===== src/hdl/pwmu_params.svh =====
// Constants of the PWM unit: register addresses, field positions, reset values.
// Assumes an 8-bit special function register port with 8-bit addresses.
// How it works
// - The quad generator has four channels, each enabled on its own.
// - All four channels share one 16-bit counter on the count clock.
// - Counter counts up from zero; output toggles at the channel compare match.
// - Counter wraps after the period value; one period is period plus one clocks.
// - With polarity 1, pulse width in clocks equals the compare value; with polarity 0 it is period plus one minus compare.
// - Compare value zero gives zero duty; output never goes active.
// - Compare above period gives full duty; output never toggles.
// - New period and compare values take effect only at the wrap or when the quad generator starts.
// - Polarity 0: high after compare match; polarity 1: high from overflow.
// - Counter reloads at each wrap; stops and clears only when disabled.
// - Channels one to three may use channel zero's compare value.
// - The two single-channel generators count independently on the count clock.
// - Single generator drives high for high count, low for low count, repeating.
// - Enable register bits 0..2 enable quad, first and second single generators.
// - Enable register bits 3..5 pick channel zero's duty for channels one to three.
// - Channel control bits 0..3 are enables, bits 4..7 polarity selects.
`ifndef PWMU_PARAMS_SVH
`define PWMU_PARAMS_SVH
`define PWMU_A_G1_LT_LO 8'h99
`define PWMU_A_G1_LT_HI 8'h9a
`define PWMU_A_G1_HT_LO 8'h9b
`define PWMU_A_G1_HT_HI 8'h9c
`define PWMU_A_G2_LT_LO 8'h9d
`define PWMU_A_G2_LT_HI 8'h9e
`define PWMU_A_G2_HT_LO 8'h9f
`define PWMU_A_G2_HT_HI 8'ha1
`define PWMU_A_GEN_EN 8'ha2
`define PWMU_A_QUAD_CTRL 8'ha3
`define PWMU_A_CMP0_LO 8'ha4
`define PWMU_A_CMP0_HI 8'ha5
`define PWMU_A_CMP1_LO 8'ha6
`define PWMU_A_CMP1_HI 8'ha7
`define PWMU_A_CMP2_LO 8'ha9
`define PWMU_A_CMP2_HI 8'haa
`define PWMU_A_CMP3_LO 8'hab
`define PWMU_A_CMP3_HI 8'hac
`define PWMU_A_PER_LO 8'had
`define PWMU_A_PER_HI 8'hae
`define PWMU_RST_BYTE 8'h00
`define PWMU_RST_WORD 16'h0000
`define PWMU_EN_QUAD 0
`define PWMU_EN_G1 1
`define PWMU_EN_G2 2
`define PWMU_EN_SRC_LSB 3
`define PWMU_EN_MASK 8'h3f
`define PWMU_CTRL_POL_LSB 4
`define PWMU_COUNT_MHZ 24
`endif


===== src/hdl/pwmu_pkg.sv =====
// Types shared by the PWM unit files.
// Assumes pwmu_params.svh sits beside it on the include path.
`default_nettype none
package pwmu_pkg;
    typedef logic [7:0] pwmu_byte_t;
    typedef logic [15:0] pwmu_word_t;
    typedef enum logic {PWMU_PH_HIGH, PWMU_PH_LOW} pwmu_phase_t;
endpackage : pwmu_pkg
`default_nettype wire


===== src/hdl/pwmu_single.sv =====
// One single-channel generator: high for a high count, low for a low count.
// Assumes settings arrive already assembled and enable comes from a register.
`default_nettype none
module pwmu_single
    import pwmu_pkg::*;
#(
    parameter int WIDTH = 16
) (
    input wire logic sys_clk, // System clock, also the count clock.
    input wire logic sys_rst, // Asynchronous reset, active high.
    input wire logic enable, // Generator enable.
    input wire logic [WIDTH-1:0] highTime, // High time count.
    input wire logic [WIDTH-1:0] lowTime, // Low time count.
    output logic pwmOut // Waveform, registered.
);
    pwmu_phase_t phase_r;
    logic [WIDTH-1:0] count_r;

    // Phase sequencing; a zero-length phase is skipped so a zero high time gives a flat low.
    always_ff @(posedge sys_clk or posedge sys_rst) begin
        if (sys_rst) begin
            phase_r <= PWMU_PH_HIGH;
            count_r <= '0;
        end else if (!enable) begin
            phase_r <= PWMU_PH_HIGH;
            count_r <= '0;
        end else begin
            unique case (phase_r)
                PWMU_PH_HIGH: begin
                    if (count_r + 1'b1 >= highTime) begin
                        phase_r <= (lowTime != '0) ? PWMU_PH_LOW : PWMU_PH_HIGH;
                        count_r <= '0;
                    end else begin
                        count_r <= count_r + 1'b1;
                    end
                end
                PWMU_PH_LOW: begin
                    if (count_r + 1'b1 >= lowTime) begin
                        phase_r <= (highTime != '0) ? PWMU_PH_HIGH : PWMU_PH_LOW;
                        count_r <= '0;
                    end else begin
                        count_r <= count_r + 1'b1;
                    end
                end
            endcase
        end
    end

    // Output follows the phase one cycle later, straight from a flip-flop.
    always_ff @(posedge sys_clk or posedge sys_rst) begin
        if (sys_rst) begin
            pwmOut <= 1'b0;
        end else begin
            pwmOut <= enable && phase_r == PWMU_PH_HIGH && highTime != '0;
        end
    end
endmodule : pwmu_single
`default_nettype wire


===== src/hdl/pwmu_top.sv =====
// PWM unit: a four-channel generator on one shared counter plus two single-channel generators.
// Assumes the special function register port is synchronous and the count clock equals sys_clk.
`include "pwmu_params.svh"
`default_nettype none
module pwmu_top #(
    parameter int CHANNELS = 4,
    parameter int WIDTH = 16
) (
    input wire logic sys_clk, // System clock, 24 MHz count clock in the device.
    input wire logic sys_rst, // Asynchronous reset, active high.
    input wire pwmu_pkg::pwmu_byte_t sfrAddr, // Register address.
    input wire pwmu_pkg::pwmu_byte_t sfrWdata, // Write data.
    input wire logic sfrWe, // Write strobe, one cycle.
    input wire logic sfrRe, // Read strobe, one cycle.
    output pwmu_pkg::pwmu_byte_t sfrRdata, // Read data, registered.
    output logic [CHANNELS-1:0] quadOut, // Quad generator channel outputs.
    output logic gen1Out, // First single generator output.
    output logic gen2Out // Second single generator output.
);
    import pwmu_pkg::*;

    // Software-visible bytes.
    pwmu_byte_t genEnable_r, quadCtrl_r;
    pwmu_byte_t g1LtLo_r, g1LtHi_r, g1HtLo_r, g1HtHi_r;
    pwmu_byte_t g2LtLo_r, g2LtHi_r, g2HtLo_r, g2HtHi_r;
    pwmu_byte_t perLo_r, perHi_r;
    pwmu_byte_t cmpLo_r [CHANNELS];
    pwmu_byte_t cmpHi_r [CHANNELS];

    // Assembled words, updated only on the completing byte.
    pwmu_word_t g1Low_r, g1High_r, g2Low_r, g2High_r;
    pwmu_word_t perStage_r;
    pwmu_word_t cmpStage_r [CHANNELS];

    // Words the counter really uses, loaded at the wrap.
    pwmu_word_t perActive_r;
    pwmu_word_t cmpActive_r [CHANNELS];
    pwmu_word_t count_r;
    logic running_r;

    logic quadEn;
    logic [CHANNELS-1:0] chanEn, chanPol;
    logic [CHANNELS-1:0] useCh0;
    logic wrapNow;
    logic [CHANNELS-1:0] cmpAddrLo, cmpAddrHi;

    assign quadEn = genEnable_r[`PWMU_EN_QUAD];
    assign chanEn = quadCtrl_r[CHANNELS-1:0];
    assign chanPol = quadCtrl_r[`PWMU_CTRL_POL_LSB +: CHANNELS];
    // Channel zero always uses its own value; the others follow their select bit.
    assign useCh0 = {genEnable_r[`PWMU_EN_SRC_LSB +: CHANNELS-1], 1'b0};
    assign wrapNow = running_r && (count_r >= perActive_r);

    // Compare address map is not contiguous, so it is spelled out per channel.
    always_comb begin
        cmpAddrLo = '0;
        cmpAddrHi = '0;
        cmpAddrLo[0] = sfrAddr == `PWMU_A_CMP0_LO;
        cmpAddrHi[0] = sfrAddr == `PWMU_A_CMP0_HI;
        cmpAddrLo[1] = sfrAddr == `PWMU_A_CMP1_LO;
        cmpAddrHi[1] = sfrAddr == `PWMU_A_CMP1_HI;
        cmpAddrLo[2] = sfrAddr == `PWMU_A_CMP2_LO;
        cmpAddrHi[2] = sfrAddr == `PWMU_A_CMP2_HI;
        cmpAddrLo[3] = sfrAddr == `PWMU_A_CMP3_LO;
        cmpAddrHi[3] = sfrAddr == `PWMU_A_CMP3_HI;
    end

    // Control and single-generator bytes; single-generator words assemble on the high byte.
    always_ff @(posedge sys_clk or posedge sys_rst) begin
        if (sys_rst) begin
            genEnable_r <= `PWMU_RST_BYTE;
            quadCtrl_r <= `PWMU_RST_BYTE;
            g1LtLo_r <= `PWMU_RST_BYTE;
            g1LtHi_r <= `PWMU_RST_BYTE;
            g1HtLo_r <= `PWMU_RST_BYTE;
            g1HtHi_r <= `PWMU_RST_BYTE;
            g2LtLo_r <= `PWMU_RST_BYTE;
            g2LtHi_r <= `PWMU_RST_BYTE;
            g2HtLo_r <= `PWMU_RST_BYTE;
            g2HtHi_r <= `PWMU_RST_BYTE;
            g1Low_r <= `PWMU_RST_WORD;
            g1High_r <= `PWMU_RST_WORD;
            g2Low_r <= `PWMU_RST_WORD;
            g2High_r <= `PWMU_RST_WORD;
        end else if (sfrWe) begin
            unique case (sfrAddr)
                `PWMU_A_GEN_EN: genEnable_r <= sfrWdata & `PWMU_EN_MASK;
                `PWMU_A_QUAD_CTRL: quadCtrl_r <= sfrWdata;
                `PWMU_A_G1_LT_LO: g1LtLo_r <= sfrWdata;
                `PWMU_A_G1_LT_HI: begin
                    g1LtHi_r <= sfrWdata;
                    g1Low_r <= {sfrWdata, g1LtLo_r};
                end
                `PWMU_A_G1_HT_LO: g1HtLo_r <= sfrWdata;
                `PWMU_A_G1_HT_HI: begin
                    g1HtHi_r <= sfrWdata;
                    g1High_r <= {sfrWdata, g1HtLo_r};
                end
                `PWMU_A_G2_LT_LO: g2LtLo_r <= sfrWdata;
                `PWMU_A_G2_LT_HI: begin
                    g2LtHi_r <= sfrWdata;
                    g2Low_r <= {sfrWdata, g2LtLo_r};
                end
                `PWMU_A_G2_HT_LO: g2HtLo_r <= sfrWdata;
                `PWMU_A_G2_HT_HI: begin
                    g2HtHi_r <= sfrWdata;
                    g2High_r <= {sfrWdata, g2HtLo_r};
                end
                default: begin
                end
            endcase
        end
    end

    // Period staging: the low byte waits until the high byte completes the word.
    always_ff @(posedge sys_clk or posedge sys_rst) begin
        if (sys_rst) begin
            perLo_r <= `PWMU_RST_BYTE;
            perHi_r <= `PWMU_RST_BYTE;
            perStage_r <= `PWMU_RST_WORD;
        end else if (sfrWe && sfrAddr == `PWMU_A_PER_LO) begin
            perLo_r <= sfrWdata;
        end else if (sfrWe && sfrAddr == `PWMU_A_PER_HI) begin
            perHi_r <= sfrWdata;
            perStage_r <= {sfrWdata, perLo_r};
        end
    end

    // Per-channel compare bytes, staged words and active copies.
    for (genvar c = 0; c < CHANNELS; c++) begin : gChan
        always_ff @(posedge sys_clk or posedge sys_rst) begin
            if (sys_rst) begin
                cmpLo_r[c] <= `PWMU_RST_BYTE;
                cmpHi_r[c] <= `PWMU_RST_BYTE;
                cmpStage_r[c] <= `PWMU_RST_WORD;
            end else if (sfrWe && cmpAddrLo[c]) begin
                cmpLo_r[c] <= sfrWdata;
            end else if (sfrWe && cmpAddrHi[c]) begin
                cmpHi_r[c] <= sfrWdata;
                cmpStage_r[c] <= {sfrWdata, cmpLo_r[c]};
            end
        end

        // Active compare follows the staged word while stopped and otherwise changes only at the wrap.
        always_ff @(posedge sys_clk or posedge sys_rst) begin
            if (sys_rst) begin
                cmpActive_r[c] <= `PWMU_RST_WORD;
            end else if (!running_r || wrapNow) begin
                cmpActive_r[c] <= useCh0[c] ? cmpStage_r[0] : cmpStage_r[c];
            end
        end

        // Output level: before the match the channel is in its overflow half.
        // Compare zero never matches low half, compare above period never leaves it.
        always_ff @(posedge sys_clk or posedge sys_rst) begin
            if (sys_rst) begin
                quadOut[c] <= 1'b0;
            end else if (!running_r || !chanEn[c]) begin
                quadOut[c] <= 1'b0;
            end else if (cmpActive_r[c] == `PWMU_RST_WORD) begin
                quadOut[c] <= 1'b0;
            end else if (cmpActive_r[c] > perActive_r) begin
                quadOut[c] <= 1'b1;
            end else begin
                // With polarity 1 the pulse spans counts 0..cmp-1, so its width is cmp clocks; polarity 0 spans cmp..period.
                quadOut[c] <= (count_r < cmpActive_r[c]) ^ ~chanPol[c];
            end
        end
    end

    // Shared counter: runs from zero while enabled, wraps past the period, clears when disabled.
    always_ff @(posedge sys_clk or posedge sys_rst) begin
        if (sys_rst) begin
            count_r <= `PWMU_RST_WORD;
            running_r <= 1'b0;
            perActive_r <= `PWMU_RST_WORD;
        end else if (!quadEn) begin
            count_r <= `PWMU_RST_WORD;
            running_r <= 1'b0;
            perActive_r <= perStage_r;
        end else if (!running_r) begin
            running_r <= 1'b1;
            count_r <= `PWMU_RST_WORD;
            perActive_r <= perStage_r;
        end else if (wrapNow) begin
            count_r <= `PWMU_RST_WORD;
            perActive_r <= perStage_r;
        end else begin
            count_r <= count_r + 16'h0001;
        end
    end

    // Two independent single-channel generators.
    pwmu_single #(.WIDTH(WIDTH)) uGen1 (
        .sys_clk(sys_clk),
        .sys_rst(sys_rst),
        .enable(genEnable_r[`PWMU_EN_G1]),
        .highTime(g1High_r),
        .lowTime(g1Low_r),
        .pwmOut(gen1Out)
    );

    pwmu_single #(.WIDTH(WIDTH)) uGen2 (
        .sys_clk(sys_clk),
        .sys_rst(sys_rst),
        .enable(genEnable_r[`PWMU_EN_G2]),
        .highTime(g2High_r),
        .lowTime(g2Low_r),
        .pwmOut(gen2Out)
    );

    // Read port: registered, unmapped addresses read zero.
    always_ff @(posedge sys_clk or posedge sys_rst) begin
        if (sys_rst) begin
            sfrRdata <= `PWMU_RST_BYTE;
        end else if (sfrRe) begin
            unique case (sfrAddr)
                `PWMU_A_G1_LT_LO: sfrRdata <= g1LtLo_r;
                `PWMU_A_G1_LT_HI: sfrRdata <= g1LtHi_r;
                `PWMU_A_G1_HT_LO: sfrRdata <= g1HtLo_r;
                `PWMU_A_G1_HT_HI: sfrRdata <= g1HtHi_r;
                `PWMU_A_G2_LT_LO: sfrRdata <= g2LtLo_r;
                `PWMU_A_G2_LT_HI: sfrRdata <= g2LtHi_r;
                `PWMU_A_G2_HT_LO: sfrRdata <= g2HtLo_r;
                `PWMU_A_G2_HT_HI: sfrRdata <= g2HtHi_r;
                `PWMU_A_GEN_EN: sfrRdata <= genEnable_r;
                `PWMU_A_QUAD_CTRL: sfrRdata <= quadCtrl_r;
                `PWMU_A_CMP0_LO: sfrRdata <= cmpLo_r[0];
                `PWMU_A_CMP0_HI: sfrRdata <= cmpHi_r[0];
                `PWMU_A_CMP1_LO: sfrRdata <= cmpLo_r[1];
                `PWMU_A_CMP1_HI: sfrRdata <= cmpHi_r[1];
                `PWMU_A_CMP2_LO: sfrRdata <= cmpLo_r[2];
                `PWMU_A_CMP2_HI: sfrRdata <= cmpHi_r[2];
                `PWMU_A_CMP3_LO: sfrRdata <= cmpLo_r[3];
                `PWMU_A_CMP3_HI: sfrRdata <= cmpHi_r[3];
                `PWMU_A_PER_LO: sfrRdata <= perLo_r;
                `PWMU_A_PER_HI: sfrRdata <= perHi_r;
                default: sfrRdata <= `PWMU_RST_BYTE;
            endcase
        end
    end
endmodule : pwmu_top
`default_nettype wire


===== config.mk =====
export PLATFORM = sky130hd
export DESIGN_NAME = pwmu_top
export DESIGN_NICKNAME = d
export VERILOG_FILES = /design/src/hdl/pwmu_pkg.sv /design/src/hdl/pwmu_single.sv /design/src/hdl/pwmu_top.sv
export VERILOG_INCLUDE_DIRS = /design/src /design/src/hdl
export SDC_FILE = /design/constraint.sdc
export NUM_CORES = 1
export LEC_CHECK = 0
export BUFFER_PORTS_ARGS = -buffer_cell sky130_fd_sc_hd__buf_2
export CORE_ASPECT_RATIO = 2
export CORE_UTILIZATION = 55
export CTS_CLUSTER_DIAMETER = 150
export DETAILED_ROUTE_END_ITERATION = 8
export PLACE_DENSITY = 0.72
export SLEW_MARGIN = 20
export SYNTH_ARGS = -nofsm -noshare
export SYNTH_HDL_FRONTEND = slang
export SYNTH_SLANG_ARGS = --single-unit

===== constraint.sdc =====
create_clock -name sys_clk -period 13.6 [get_ports sys_clk]
set_input_delay 2.04 -clock sys_clk [delete_from_list [all_inputs] [get_ports sys_clk]]
set_output_delay 2.04 -clock sys_clk [all_outputs]
set_load 0.05 [all_outputs]

==> qor.yml, run 1 <==
clock_network:
  cts_num_sinks: 375
  htreeDepth: 2
  postCtsSetupBuffers: 0
  cts_tree: "built"
  clk_latency_ns: 0.54
  cts_max_path_buffers: 3
  cts_root_buffer: "clkbuf_16"
  postCtsHoldBufs: 0
  ctsResizeCount: 0
  path_clk_slew_ns: 0.06
  cts_made_buffers: 35
min_path:
  worstHoldStart: "cmpStage_r[22]"
  hold-path-endpoint: "cmpStage_r[22]"
  worstHoldPathType: "reg2reg"
  hold_depth: 1
power_and_ir_drop:
  power.leakage_nw: 11.33
  p_sw_frac: 0.2694
  vdd_drop_max_mv: 0.1273
  total_power_mw: 2.518
  power_density_nw_per_um2: 108.9
  p_clk_frac: 0.405
  p_comb_frac: 0.114
  seqPwrFrac: 0.481
  internal_power_mw: 1.840
  power_switching_mw: 0.6784
timing:
  clock-skew-final_ns: 0.01791
  report.final.setup_viol: 0
  finalCriticalPeriod_ns: 4.320
  finalSetupTns_ns: 0
  drv_slew: 0
  max_freq_mhz: 231.5
  timing.hold.ws_ns: 0.5065
  period_share: 0.3176
  slew_headroom: 0.2774
  tightest_slew_ns: 1.075
  rsz0062_at_grt: "false"
  hold_viol_final: 0
synth:
  synth_async_sr_flop_share: 1.000
  synth-edff-count: 0
  ys_warn_count: 0
  synth_top_cell_by_area: "dfrtp_1"
  synth_cells: 2069
  syn_area_um2: 21430
  synth.top_cell.area_share: 0.4379
  synth_nets: 2296
  yosysSeqAreaShare: 0.4379
  ys.flop_type: "dfrtp_1"
  synth_cell_types: 70
  ys_ff_latch: 375
  avgSynthCellArea_um2: 10.36
  synth_area_leaders: "dfrtp_1, ha_1, mux2_2"
outcome:
  status: "complete, no violations"
worst_setup_path:
  setup.worst_path.class: "in2reg"
  r2r_start: "count_r[7]"
  cp.required_ns: 14.01
  crit_start: "sfrAddr[1]"
  worst_r2r_path_depth: 8
  r2r_end: "perActive_r[3]"
  startpoint_type: "input port"
  cp.arrival_ns: 4.73
  critPathCaptureType: "flop"
  reg2reg_slack_ns: 9.89
  crit_fanout: 41
detailed_routing:
  drtIter0Drc: 1046
  ant_nets: 0
  wl_um: 68890
  drt-vias-per-instance: 6.181
  drt_first_pass_iters: 5
  vias: 16120
  wl_per_cell_um: 26.42
  route.detailed.drc: 0
place:
  place_inst: 2549
  io_buffers: 33
  placed_area_um2: 21950
  place_congestion: 1.018
  dp_hpwl_um: 52080
layout:
  fin_cells: 2608
  n_fill_cell: 3296
  layout_commonest_cell: "dfrtp_1"
  n_antenna_cell: 0
  areaGrowthSynthToFinish_pct: 7.887
  drive_gt1_frac: 0.1600
  nets: 2293
  finalInstanceArea_um2: 23120
  final_cell_mix: "dfrtp_1, ha_1, mux2_2, inv_1, nor2_1"
die:
  fp.coreArea_um2: 38540
  dieArea_um2: 39810
  die_w_um: 141.6
  start_util: 0.5561
  std_cell_rows: 102
  io_pins: 34
  chipHeight_um: 281.2
grt:
  grtUsageTotal: 0.3597
  overflow: 0
  grt_pass1_vias: 16990
  grt_pass1_wl_um: 103700
  grt_max_degree: 174
  antenna_found_initial: 0
flow_run:
  drv_cap: 0
[cells in the mapped netlist (all sizes together) (34+ instances only)]
cell      n
ha      207
nand2   123
o21ai   113
clkbuf   47
nand3    66
nor2    149
a21oi   130
buf      39
dfrtp   375
nand4    43
mux2i    63
nor4     34
inv     176
mux2    204
[metal layers]
metal / global-route usage / wire [um] / up-vias
met5: 0 / 0 / -
met2: 0.6286 / 34660 / 527
li1: - / - / 7395
met1: 0.3533 / 23060 / 7909
met4: 0.3648 / 8331 / 0
met3: 0.05112 / 2841 / 288
[power by group through the flow]
stage | Clock (mW) | Combinational [mW] | Sequential [mW]
2_1_floorplan | 0 | 0.189 | 1.20
3_3_place_gp | 0 | 0.274 | 1.23
3_5_place_dp | 0 | 0.283 | 1.23
4_1_cts | 1.03 | 0.285 | 1.21
5_1_grt | 1.07 | 0.311 | 1.21
6_report | 1.02 | 0.287 | 1.21
[through the flow]
| stage | setup slack (ns) | utilization |
|---|---|---|
| 2_1_floorplan | 1.144 | - |
| 3_3_place_gp | 8.892 | 0.5695 |
| 3_5_place_dp | 8.804 | 0.5695 |
| 4_1_cts | 9.365 | 0.5998 |
| 5_1_grt | 9.114 | 0.5999 |
| 6_report | 9.280 | 0.5999 |
[worst max-delay path, cell delays in order]
cell and delay [ns]:
buf_2 0.09, buf_4 0.40, inv_1 0.38, nor2_2 0.36
nand2_1 0.22, nor2_2 0.80, mux2_2 0.42
[cells by family after synthesis]
kind of cell	after synthesis	share of synthesized area
compound gates	397	0.1147
xor+xnor	46	0.01880
fa+ha+maj	207	0.1208
buf+inv	262	0.05050
flops	375	0.4379
mux	268	0.1377
simple gates	514	0.1196
[sequential cells by signal, indices dropped and copies added, names as in the netlist, 16 cells and up]
register and count:
uGen2.count_r 16, count_r 16, cmpHi_r 32, perActive_r 16
uGen1.count_r 16, cmpLo_r 32, cmpStage_r 32, cmpActive_r 64
[worst max-delay path by stage]
stage	end
6_report	cmpHi_r[8]
5_1_grt	cmpStage_r[18]
4_1_cts	cmpStage_r[23]
3_5_place_dp	cmpStage_r[23]
3_3_place_gp	cmpStage_r[18]
2_1_floorplan	cmpActive_r[0]
[final cells by class]
type                       count  area (um2)  area share
sequential                   375        9384      0.4058
inverter                     176       668.1     0.02890
timing repair buffer          46       275.3     0.01190
tap                          520       650.6     0.02814
clock inverter                13       187.7    0.008117
clock buffer                  46       977.2     0.04226
multi-input combinational   1432       10980      0.4748
No activity file was read; power rests on OpenSTA's default activity.
==> run 2: changes to the inputs <==
==> constraint.sdc (replaced) <==
create_clock -name sys_clk -period 4.1 [get_ports sys_clk]
set_input_delay 0.615 -clock sys_clk [delete_from_list [all_inputs] [get_ports sys_clk]]
set_output_delay 0.615 -clock sys_clk [all_outputs]
set_load 0.05 [all_outputs]
==> run 2 against run 1 <==
Net effect:
- die area unchanged
- core utilization is 0.52 points higher
- sequential share of layout area fell by 0.35 points
- sequential power increased to 3.3 times the previous value
- non-clock buffer count rose by 24
- clock skew rose by 0.00065 ns
- clock power increased to 3.3 times the previous value
- critical path depth grew 8
- register-to-register slack got worse by 9.2 ns
- first-iteration DRC count shrank 9.3%
- setup slack got worse by 8.6 ns
- hold slack worse by 0.32 ns
- critical endpoint is now uGen2.count_r[9]
- largest power group unchanged
==> qor.yml, run 2 (synthesis results as in run 1) <==
outcome:
  status: "complete, no violations"
timing:
  drv_slew: 0
  rsz0062_at_grt: "false"
  tightest_slew_ns: 1.166
  clock-skew-final_ns: 0.01856
  max_freq_mhz: 292.2
  slew_headroom: 0.2224
  finalCriticalPeriod_ns: 3.422
  hold_viol_final: 0
  report.final.setup_viol: 0
  period_share: 0.8347
  timing.hold.ws_ns: 0.1843
die:
  fp.coreArea_um2: 38540
  io_pins: 34
  chipHeight_um: 281.2
  dieArea_um2: 39810
  die_w_um: 141.6
  start_util: 0.5561
  std_cell_rows: 102
worst_setup_path:
  startpoint_type: "flop"
  crit_start: "uGen2.count_r[0]"
  cp.arrival_ns: 3.90
  cp_slowest_cell: "dfrtp_1"
  cp.required_ns: 4.58
  worst_r2r_path_depth: 15
  setup.worst_path.class: "reg2reg"
  crit_fanout: 16
  r2r_start: "uGen2.count_r[0]"
  critPathCaptureType: "flop"
  max_stage_delay_ns: 0.44
  critPathTopFamily: "compound AO/OA/AOI/OAI gates"
  crit_chain: "ha_1 -> nand3_1 -> nor2_1 -> nand2_1 -> nor2_1 -> xnor2_1 -> inv_1 -> ha_1 -> a21o_1 -> a21o_1 -> a221o_1 -> a211oi_1 -> a22oi_2 -> buf_4 -> nor2_1"
  cp_num_buf_inv: 2
  crit_cells: 15
  path_common_cell: "nor2_1"
layout:
  nets: 2317
  regMostFlops: "cmpActive_r"
  layout_commonest_cell: "dfrtp_1"
  largest_reg_flops: 64
  multi_input_area_um2: 10980
  register_area_um2: 9384
  areaGrowthSynthToFinish_pct: 8.821
  fin_cells: 2638
  final_cell_mix: "dfrtp_1, ha_1, mux2_2, inv_1, nor2_1"
  n_fill_cell: 3310
  drive_gt1_frac: 0.1701
  finalInstanceArea_um2: 23320
place:
  place_congestion: 1.054
  placed_area_um2: 22160
  place_inst: 2573
  io_buffers: 33
  dp_hpwl_um: 52540
clock_network:
  postCtsHoldBufs: 0
  postCtsSetupBuffers: 0
  cts_max_path_buffers: 3
  cts_tree: "built"
  cts_made_buffers: 35
  ctsResizeCount: 0
  clk_latency_ns: 0.56
  cts_num_sinks: 375
  path_clk_slew_ns: 0.07
  htreeDepth: 2
  cts_root_buffer: "clkbuf_16"
grt:
  grtUsageTotal: 0.3579
  overflow: 0
  grt_pass1_wl_um: 103700
  grt_max_degree: 116
  antenna_found_initial: 2
  grt_pass1_vias: 17100
power_and_ir_drop:
  total_power_mw: 8.315
  power_density_nw_per_um2: 356.5
  vdd_drop_max_mv: 0.3125
  power.leakage_nw: 11.46
detailed_routing:
  vias: 16420
  ant_nets: 0
  route.detailed.drc: 0
  drt-vias-per-instance: 6.224
  wl_um: 68500
  drtIter0Drc: 949
  drt_first_pass_iters: 6
  wl_per_cell_um: 25.97
flow_run:
  drv_cap: 0
min_path:
  worstHoldPathType: "in2async"
==> run 2: cell type report <==
class                           count  share of cell area
Multi-Input combinational cell   1432              0.4706
Sequential cell                   375              0.4024
Clock buffer                       49             0.04238
Inverter                          176             0.02849
Tap cell                          520             0.02790
Timing Repair Buffer               70             0.02060
Clock inverter                     15            0.007564
Antenna cell                        1           0.0001073
==> run 2: layer usage <==
metal  vias to the layer above  global-route usage  wire length (um)
met4                         4              0.3744              8518
met3                       320             0.06168              3404
met1                      8056              0.3409             22150
li1                       7453                   -                 -
met5                         -                   0                32
met2                       585              0.6244             34390
==> run 2: final timing paths <==
check                      slack (ns)          endpoint
max                              0.68  uGen2.count_r[9]
min                              0.18   cmpActive_r[54]
max reg2reg                      0.68  uGen2.count_r[9]
min reg2reg                      0.49         running_r
max in group asynchronous        2.87   cmpActive_r[12]
min in group sys_clk             0.49         running_r
==> run 2: power by group <==
| part | internal, mW | total [mW] | switching, mW |
|---|---|---|---|
| clock network | 1.84 | 3.34 | 1.50 |
| registers | 3.83 | 4.01 | 0.184 |
| logic | 0.341 | 0.957 | 0.616 |
| total | 6.01 | 8.31 | 2.30 |
==> run 2: worst register-to-register path: stages, from the launching register on <==
cell	delay [ns]
dfrtp_1	0.44
ha_1	0.22
nand3_1	0.11
nor2_1	0.24
nand2_1	0.15
nor2_1	0.15
xnor2_1	0.15
inv_1	0.10
ha_1	0.30
a21o_1	0.18
a21o_1	0.17
a221o_1	0.33
a211oi_1	0.37
a22oi_2	0.09
buf_4	0.21
nor2_1	0.12
==> run 2: metrics by stage <==
step / worst slack [ns] / util / TNS, ns
2_1_floorplan: -1.551 / - / -581.66
3_3_place_gp: 0.6785 / 0.5748 / 0
3_5_place_dp: 0.6639 / 0.5748 / 0
4_1_cts: 0.6475 / 0.6051 / 0
5_1_grt: 0.3176 / 0.6051 / 0
6_report: 0.6778 / 0.6051 / 0
